**src/logic/ssw_pkg.sv**
```systemverilog
// constants and types shared by the status word zero register bank
package ssw_pkg;

  // ----------------------------------------------------------------
  // register map
  // ----------------------------------------------------------------
  localparam logic [7:0] STATUS_WORD_ZERO_ADDR = 8'h11;
  localparam logic [7:0] STATUS_WORD_ZERO_RESET = 8'h80;
  localparam logic [7:0] UNMAPPED_READ_VALUE = 8'h00;

  // ----------------------------------------------------------------
  // field positions of status word zero
  // ----------------------------------------------------------------
  localparam int unsigned BIT_FUSE_REFRESH_BUSY = 7;
  localparam int unsigned BIT_FUSE_REFRESH_DONE = 6;
  localparam int unsigned BIT_WRITE_DURING_REFRESH_ERROR = 5;
  localparam int unsigned BIT_FIFO_DATA_AVAILABLE = 4;
  localparam int unsigned BIT_FIFO_WATERMARK = 3;
  localparam int unsigned BIT_FIFO_OVERRUN = 2;
  localparam int unsigned BIT_FIFO_FULL = 1;
  localparam int unsigned BIT_PARITY_ERROR = 0;

  // ----------------------------------------------------------------
  // fifo sizing and modes
  // ----------------------------------------------------------------
  localparam int unsigned FIFO_LEVEL_WIDTH = 9;
  localparam logic [8:0] FIFO_EMPTY_LEVEL = 9'h000;
  localparam logic [8:0] FIFO_FULL_LEVEL = 9'h140;
  localparam logic [8:0] FIFO_FULL_LEVEL_THREE_CH = 9'h13e;
  localparam logic [2:0] THREE_CHANNELS = 3'h3;
  localparam logic [1:0] FIFO_MODE_NORMAL = 2'h0;
  localparam logic [1:0] FIFO_MODE_STREAM = 2'h1;
  localparam logic [1:0] FIFO_MODE_TRIGGER = 2'h2;

  // ----------------------------------------------------------------
  // fuse refresh timing
  // ----------------------------------------------------------------
  localparam int unsigned CLK_PERIOD_NS = 40;
  localparam int unsigned FUSE_REFRESH_TIME_NS = 2200000;
  // about 2.2 ms, a longest time, so the division rounds down
  localparam int unsigned FUSE_REFRESH_CYCLES = FUSE_REFRESH_TIME_NS / CLK_PERIOD_NS;
  localparam int unsigned REFRESH_COUNT_WIDTH = 17;

  typedef enum logic {
    SSW_REFRESHING,
    SSW_READY
  } ssw_refresh_state_e;

endpackage

```
**src/logic/ssw_refresh_if.sv**
```systemverilog
// carrier between the fuse refresh timer and the register bank
`timescale 1ns/1ps
`default_nettype none
interface ssw_refresh_if;
  logic fuse_busy_flag;
  logic refresh_finishing;

  modport timer (
    output fuse_busy_flag,
    output refresh_finishing
  );

  modport bank (
    input fuse_busy_flag,
    input refresh_finishing
  );
endinterface
`default_nettype wire

```
**src/logic/ssw_sticky_bit.sv**
```systemverilog
// one sticky status flag where a set always beats a clear
`timescale 1ns/1ps
`default_nettype none
module ssw_sticky_bit (
  // clock and reset
  input wire logic clk_in,
  input wire logic reset_n_in,
  // flag control
  input wire logic set_in,
  input wire logic clear_in,
  // flag value
  output logic flag_out
);

  wire logic next_flag;

  // a clear only drops what was already held, a fresh set survives
  assign next_flag = set_in | (flag_out & ~clear_in);

  always_ff @(posedge clk_in) begin
    if (!reset_n_in) begin
      flag_out <= 1'b0;
    end else begin
      flag_out <= next_flag;
    end
  end

endmodule
`default_nettype wire

```
**src/logic/ssw_refresh_timer.sv**
```systemverilog
// fuse refresh timer, busy from reset until the refresh time has run out
`timescale 1ns/1ps
`default_nettype none
module ssw_refresh_timer #(
  parameter int unsigned REFRESH_CYCLES = ssw_pkg::FUSE_REFRESH_CYCLES
) (
  // clock and reset
  input wire logic clk_in,
  input wire logic reset_n_in,
  // refresh status toward the bank
  ssw_refresh_if.timer refresh
);

  localparam logic [ssw_pkg::REFRESH_COUNT_WIDTH-1:0] LAST_COUNT =
    ssw_pkg::REFRESH_COUNT_WIDTH'(REFRESH_CYCLES - 1);

  ssw_pkg::ssw_refresh_state_e state;
  logic [ssw_pkg::REFRESH_COUNT_WIDTH-1:0] count;
  wire logic at_last;

  assign at_last = (count == LAST_COUNT);
  assign refresh.fuse_busy_flag = (state == ssw_pkg::SSW_REFRESHING);
  // finishing marks the edge on which busy drops
  assign refresh.refresh_finishing = refresh.fuse_busy_flag & at_last;

  always_ff @(posedge clk_in) begin
    if (!reset_n_in) begin
      state <= ssw_pkg::SSW_REFRESHING;
      count <= '0;
    end else begin
      case (state)
        ssw_pkg::SSW_REFRESHING: begin
          count <= count + 1'b1;
          if (at_last) begin
            state <= ssw_pkg::SSW_READY;
          end
        end
        ssw_pkg::SSW_READY: begin
          count <= '0;
        end
        default: begin
          state <= ssw_pkg::SSW_REFRESHING;
          count <= '0;
        end
      endcase
    end
  end

endmodule
`default_nettype wire

```
**src/logic/ssw_status_word_zero.sv**
```systemverilog
// status word zero register bank with clear-on-read flags
`timescale 1ns/1ps
`default_nettype none
module ssw_status_word_zero #(
  parameter int unsigned REFRESH_CYCLES = ssw_pkg::FUSE_REFRESH_CYCLES
) (
  // clock and reset
  input wire logic clk_in,
  input wire logic reset_n_in,
  input wire logic soft_reset_in,
  // register access from the serial interface logic
  input wire logic [7:0] reg_addr_in,
  input wire logic reg_read_in,
  input wire logic reg_write_in,
  output logic [7:0] reg_read_data_out,
  // serial interface mode and chip select pin
  input wire logic spi_mode_in,
  input wire logic spi_cs_n_in,
  // fifo state and events
  input wire logic [8:0] fifo_level_in,
  input wire logic [8:0] fifo_threshold_in,
  input wire logic [2:0] channels_enabled_in,
  input wire logic [1:0] fifo_mode_in,
  input wire logic sample_written_in,
  input wire logic fifo_overflow_in,
  input wire logic fifo_read_in,
  // parity error source and trigger select
  input wire logic parity_err_in,
  input wire logic sticky_trigger_select_in,
  // status toward the rest of the device
  output logic irq_pin_zero_out,
  output logic watermark_irq_out,
  output logic write_alarm_out,
  output logic read_ptr_realign_out,
  output logic first_axis_pending_out
);

  // ----------------------------------------------------------------
  // reset
  // ----------------------------------------------------------------
  // a soft reset restarts everything here except the chip select synchroniser the same way power-on does
  wire logic bank_reset_n;

  assign bank_reset_n = reset_n_in & ~soft_reset_in;

  // ----------------------------------------------------------------
  // chip select synchroniser
  // ----------------------------------------------------------------
  // chip select comes straight off a pin, so it is resynchronised
  logic cs_n_meta;
  logic cs_n_sync;

  always_ff @(posedge clk_in) begin
    if (!reset_n_in) begin
      cs_n_meta <= 1'b1;
      cs_n_sync <= 1'b1;
    end else begin
      cs_n_meta <= spi_cs_n_in;
      cs_n_sync <= cs_n_meta;
    end
  end

  // ----------------------------------------------------------------
  // fuse refresh timer
  // ----------------------------------------------------------------
  ssw_refresh_if refresh ();

  ssw_refresh_timer #(
    .REFRESH_CYCLES(REFRESH_CYCLES)
  ) u_refresh_timer (
    .clk_in(clk_in),
    .reset_n_in(bank_reset_n),
    .refresh(refresh.timer)
  );

  wire logic fuse_refresh_busy;

  assign fuse_refresh_busy = refresh.fuse_busy_flag;

  // ----------------------------------------------------------------
  // register decode
  // ----------------------------------------------------------------
  wire logic status_hit;
  wire logic status_read;

  assign status_hit = (reg_addr_in == ssw_pkg::STATUS_WORD_ZERO_ADDR);
  assign status_read = reg_read_in & status_hit;

  // ----------------------------------------------------------------
  // set conditions
  // ----------------------------------------------------------------
  logic parity_err_prev;
  wire logic parity_edge;
  wire logic set_done;
  wire logic set_write_error;
  wire logic set_watermark;
  wire logic overrun_mode;
  wire logic set_overrun;
  wire logic set_parity;

  always_ff @(posedge clk_in) begin
    if (!bank_reset_n) begin
      parity_err_prev <= 1'b0;
    end else begin
      parity_err_prev <= parity_err_in;
    end
  end

  assign set_done = refresh.refresh_finishing;
  assign set_write_error = reg_write_in & fuse_refresh_busy;
  assign set_watermark = sample_written_in & (fifo_level_in >= fifo_threshold_in);
  assign overrun_mode = (fifo_mode_in == ssw_pkg::FIFO_MODE_STREAM) |
                        (fifo_mode_in == ssw_pkg::FIFO_MODE_TRIGGER);
  // normal mode leaves the overrun flag alone, its value is unspecified there
  assign set_overrun = fifo_overflow_in & overrun_mode;
  assign parity_edge = parity_err_in & ~parity_err_prev;
  assign set_parity = sticky_trigger_select_in ? parity_edge : parity_err_in;

  // ----------------------------------------------------------------
  // clear conditions
  // ----------------------------------------------------------------
  // each flag clears only if the read returned it as set
  logic flag_done;
  logic flag_write_error;
  logic flag_watermark;
  logic flag_overrun;
  logic flag_parity;
  logic watermark_clear_pending;
  wire logic clear_done;
  wire logic clear_write_error;
  wire logic clear_overrun;
  wire logic clear_parity;
  wire logic watermark_release;
  wire logic clear_watermark;
  wire logic arm_watermark_clear;

  assign clear_done = status_read & flag_done;
  assign clear_write_error = status_read & flag_write_error;
  assign clear_overrun = status_read & flag_overrun;
  assign clear_parity = status_read & flag_parity;

  // in spi mode the clear is held back until chip select goes high again
  assign watermark_release = ~spi_mode_in | cs_n_sync;
  assign arm_watermark_clear = status_read & flag_watermark;
  assign clear_watermark = (arm_watermark_clear | watermark_clear_pending) &
                           watermark_release;

  always_ff @(posedge clk_in) begin
    if (!bank_reset_n) begin
      watermark_clear_pending <= 1'b0;
    end else if (set_watermark | clear_watermark) begin
      // a new watermark event cancels a deferred clear of the old one
      watermark_clear_pending <= 1'b0;
    end else if (arm_watermark_clear) begin
      watermark_clear_pending <= 1'b1;
    end
  end

  // ----------------------------------------------------------------
  // sticky flags
  // ----------------------------------------------------------------
  ssw_sticky_bit u_done (
    .clk_in(clk_in),
    .reset_n_in(bank_reset_n),
    .set_in(set_done),
    .clear_in(clear_done),
    .flag_out(flag_done)
  );

  ssw_sticky_bit u_write_error (
    .clk_in(clk_in),
    .reset_n_in(bank_reset_n),
    .set_in(set_write_error),
    .clear_in(clear_write_error),
    .flag_out(flag_write_error)
  );

  ssw_sticky_bit u_watermark (
    .clk_in(clk_in),
    .reset_n_in(bank_reset_n),
    .set_in(set_watermark),
    .clear_in(clear_watermark),
    .flag_out(flag_watermark)
  );

  ssw_sticky_bit u_overrun (
    .clk_in(clk_in),
    .reset_n_in(bank_reset_n),
    .set_in(set_overrun),
    .clear_in(clear_overrun),
    .flag_out(flag_overrun)
  );

  ssw_sticky_bit u_parity (
    .clk_in(clk_in),
    .reset_n_in(bank_reset_n),
    .set_in(set_parity),
    .clear_in(clear_parity),
    .flag_out(flag_parity)
  );

  // ----------------------------------------------------------------
  // live fifo flags
  // ----------------------------------------------------------------
  wire logic fifo_data_available;
  wire logic three_channel_mode;
  wire logic [8:0] full_level;
  wire logic fifo_full;

  assign fifo_data_available = (fifo_level_in != ssw_pkg::FIFO_EMPTY_LEVEL);
  assign three_channel_mode = (channels_enabled_in == ssw_pkg::THREE_CHANNELS);
  assign full_level = three_channel_mode ? ssw_pkg::FIFO_FULL_LEVEL_THREE_CH :
                                           ssw_pkg::FIFO_FULL_LEVEL;
  assign fifo_full = (fifo_level_in >= full_level);

  // ----------------------------------------------------------------
  // status word assembly and read data
  // ----------------------------------------------------------------
  logic [7:0] status_word;

  always_comb begin
    status_word = 8'h00;
    status_word[ssw_pkg::BIT_FUSE_REFRESH_BUSY] = fuse_refresh_busy;
    status_word[ssw_pkg::BIT_FUSE_REFRESH_DONE] = flag_done;
    status_word[ssw_pkg::BIT_WRITE_DURING_REFRESH_ERROR] = flag_write_error;
    status_word[ssw_pkg::BIT_FIFO_DATA_AVAILABLE] = fifo_data_available;
    status_word[ssw_pkg::BIT_FIFO_WATERMARK] = flag_watermark;
    status_word[ssw_pkg::BIT_FIFO_OVERRUN] = flag_overrun;
    status_word[ssw_pkg::BIT_FIFO_FULL] = fifo_full;
    status_word[ssw_pkg::BIT_PARITY_ERROR] = flag_parity;
  end

  wire logic [7:0] next_read_data;

  // other addresses belong to neighbouring banks and read as zero here
  assign next_read_data = status_hit ? status_word : ssw_pkg::UNMAPPED_READ_VALUE;

  always_ff @(posedge clk_in) begin
    if (!bank_reset_n) begin
      reg_read_data_out <= 8'h00;
    end else if (reg_read_in) begin
      reg_read_data_out <= next_read_data;
    end
  end

  // ----------------------------------------------------------------
  // overrun pointer realignment
  // ----------------------------------------------------------------
  // the fifo datapath moves its read pointer on the realign pulse and
  // must hand out a first-axis word while the pending level is high
  logic next_first_axis_pending;

  always_comb begin
    next_first_axis_pending = first_axis_pending_out;
    if (set_overrun) begin
      next_first_axis_pending = 1'b1;
    end else if (fifo_read_in) begin
      next_first_axis_pending = 1'b0;
    end
  end

  always_ff @(posedge clk_in) begin
    if (!bank_reset_n) begin
      read_ptr_realign_out <= 1'b0;
      first_axis_pending_out <= 1'b0;
    end else begin
      read_ptr_realign_out <= set_overrun;
      first_axis_pending_out <= next_first_axis_pending;
    end
  end

  // ----------------------------------------------------------------
  // status outputs
  // ----------------------------------------------------------------
  // these follow the flags directly; pin mapping and polarity live elsewhere
  assign irq_pin_zero_out = fuse_refresh_busy;
  assign watermark_irq_out = flag_watermark;
  assign write_alarm_out = flag_write_error;

endmodule
`default_nettype wire

```
**config.mk**
```make
export PLATFORM = sky130hd
export DESIGN_NAME = ssw_status_word_zero
export DESIGN_NICKNAME = d
export VERILOG_FILES = /design/src/logic/ssw_pkg.sv /design/src/logic/ssw_refresh_if.sv /design/src/logic/ssw_sticky_bit.sv /design/src/logic/ssw_refresh_timer.sv /design/src/logic/ssw_status_word_zero.sv
export SDC_FILE = /design/constraint.sdc
export NUM_CORES = 1
export LEC_CHECK = 0
export ABC_AREA = 1
export BUFFER_PORTS_ARGS = -buffer_cell sky130_fd_sc_hd__buf_2
export CELL_PAD_IN_SITES_DETAIL_PLACEMENT = 1
export CELL_PAD_IN_SITES_GLOBAL_PLACEMENT = 1
export CORE_MARGIN = 2
export CORE_UTILIZATION = 39
export CTS_CLUSTER_DIAMETER = 30
export DETAILED_ROUTE_END_ITERATION = 7
export PLACE_DENSITY_LB_ADDON = 0.15
export SLEW_MARGIN = 15
export SYNTH_ARGS = -nofsm -noshare
export SYNTH_HDL_FRONTEND = slang
export SYNTH_SLANG_ARGS = --single-unit
```
**constraint.sdc**
```tcl
create_clock -name clk_in -period 3.95 [get_ports clk_in]
set_input_delay 0.1975 -clock clk_in [delete_from_list [all_inputs] [get_ports clk_in]]
set_output_delay 0.1975 -clock clk_in [all_outputs]
set_load 0.03 [all_outputs]
```
==> results.ini <==
[outcome]
status = finished, final reports clean

[finish]
seqCellArea_um2 = 740.7
largest_reg_flops = 17
final_common_cell = nand2_1
layout-drive-gt1-share_pct = 26.13
reg_top3 = u_refresh_timer.count: 17 flops, reg_read_data_out: 8 flops
fillers = 673
syn_to_final_growth_pct = 21.64
post-route-util_pct = 48.26
multi_input_area_um2 = 1072
diodes = 0
fin_nets = 392
largest_register = u_refresh_timer.count
final_cell_mix = 60 x nand2_1, 55 x buf_2, 40 x inv_1

[logic_synthesis]
yosysWarnings = 0
synth_area_um2 = 2001
synthMuxAreaShare_pct = 0
avgSynthCellArea_um2 = 7.355
netlist_instances = 272
ys_types = 33
synth_top_area_share_pct = 37.02
syn_nets = 331
yosysSeqAreaShare_pct = 37.02
synth_top_family_by_area = simple AND/OR/NAND/NOR gates
async_reset_ff_share_pct = 0
ys_ff_latch = 37
synth_xor_area_share_pct = 0.4378
synth_flop_cell = dfxtp_1
synth_edf_count = 0
synthAdderAreaFrac_pct = 10.01
synth_compound_area_share_pct = 9.694
synth-simple-area-share_pct = 33.46
yosys-top-cells-area = dfxtp_1 37%, nand2_1 11%, ha_1 10%, inv_1 7.5%, nor2_1 5.6%
synth_top_area_cell = dfxtp_1

[die]
io_pins = 56
die_h_um = 75.63
fp-row-count = 26
die_area_um2 = 5719
fp.dieW_um = 75.63
initial_core_util_pct = 39.68
core_area_um2 = 5042

[worst_setup_path]
crit_type = reg2reg
cpMostUsedCell = nand2_1
endpoint_kind = flip-flop
start_kind = flip-flop
cp_slowest_stage_delay_ps = 350
cp_max_fo = 4
path_cells = ha_1, nand2_1, inv_2, nand2_4, nor2_4, nand2_1, nor3_1, nor3b_2
worstPathRequired_ps = 4120
arrival_ps = 1590
slowest_stage = dfxtp_1

[sta]
final.setup.tns_ps = 0
drv_slew = 0
relSlewSlack_pct = 67.68
clock_skew_ps = 9.616
finalCriticalPeriod_ps = 1416
rsz0062_at_grt = false
period_share_pct = 35.86
setup_violations = 0
fmax_ghz = 0.7060
setup_slack_ps = 2534
hold_violations = 0
tightest_slew_ps = 483.0

[worst_hold_path]
hold_path.class = in2reg

[power]
power.total_uw = 716.4
cellLeakagePower_uw = 0.001138
powerDensity_nw_per_um2 = 294.4
irDropWorstVdd_mv = 0.1548

[clock_tree]
tritoncts = built
cts-htree-levels = 2
clock_latency_ps = 290
cts_root_buf = clkbuf_8
cts_buffers = 5
postCtsHoldBufs = 0
clk_pin_slew_ps = 70
cts_max_path_buffers = 2
cts.repair.resized = 0
clock_sinks = 37
postCtsSetupBuffers = 0

[route]
routed-via-count = 1875
postRouteWirelength_um = 4729
via_per_inst = 4.653
wl_per_cell_um = 11.73
drc = 0
postRouteAntennaNets = 0
drt-initial-drc-count = 21
dr.pass1.iters = 4

[global_routing]
gr-usage-all-layers_pct = 17.53
met3_usage_pct = 4.101
use_met1_pct = 20.11
grt_pass1_vias = 1800
gr-max-usage-layer = met2
gr-total-overflow = 0
grt_max_degree = 14
antenna_found_initial = 0
grt_pass1_wl_um = 7590
grt_use_met2_pct = 32.17

[placement]
io_buffer_count = 55
dp_slack_ps = 2237
place.detailed.hpwl_um = 3967
globalplace.congestion = 0.8047

[flow_run]
cap_viol_max_count = 0

==> cells in the mapped netlist (2+ instances only) <==
cell and number:
nand4_1 2, inv_2 6, nor2_4 6, nand3_2 2, nor3_2 2, o21ai_1 11, dfxtp_1 37, nor3_1 8
nor4_1 2, o21a_1 2, nand2_1 60, inv_1 40, nand3_1 11, or2_2 2, a21oi_1 13, nand2_2 3
ha_1 16, o21ai_0 4, nor2_1 30, nor3b_2 2
==> kinds of logic (layout without fill, tap and decap cells) <==
family / count (synthesis) / after routing
compound gates: 35 / 35
flops: 37 / 37
fa+ha+maj: 16 / 16
simple gates: 135 / 135
xor+xnor: 1 / 1
buf+inv: 48 / 109
==> path summary, 6_finish.rpt <==
| check | cells after the start | end | start | slack, ps |
|---|---|---|---|---|
| min reg2reg | 1 | cs_n_sync | cs_n_meta | 420 |
| max | 8 | u_refresh_timer.count[12] | u_refresh_timer.count[0] | 2530 |
| max reg2reg | 8 | u_refresh_timer.count[12] | u_refresh_timer.count[0] | 2530 |
| min | 2 | cs_n_meta | spi_cs_n_in | 90 |
==> through the flow <==
stage	std cells	area, um^2	hold slack, ps
after floorplan	272	2001	301.0
after global placement	396	2352	384.2
after detailed placement	396	2352	386.2
after CTS	403	2434	80.04
after global routing	403	2434	84.38
final	403	2434	90.14
==> power by group <==
| part | switching [uW] | internal (uW) | leakage (uW) |
|---|---|---|---|
| Clock | 128 | 122 | 0.0000412 |
| Sequential | 2.33 | 378 | 0.000300 |
| Combinational | 48.3 | 37.5 | 0.000797 |
| Total | 179 | 538 | 0.00114 |
==> routing by layer <==
metal / vias up / share of wire (%)
li1: 997 / -
met1: 845 / 44
met2: 28 / 51
met3: 5 / 4.0
met4: 0 / 1.4
met5: - / 0
==> critical path, delay by kind of cell (launching register included) <==
kind          cells  cell delay [ps]
simple gates      6              670
flops             1              350
fa+ha+maj         1              170
buf+inv           1              100
==> layout make-up <==
class | count | area share (%)
multi-input cells | 187 | 44.06
flip-flops and latches | 37 | 30.44
repair buffers | 55 | 11.31
inverters | 47 | 7.249
well taps | 70 | 3.599
clock buffers | 6 | 2.982
clock inverters | 1 | 0.3599
(Power assumes the default switching activity.)
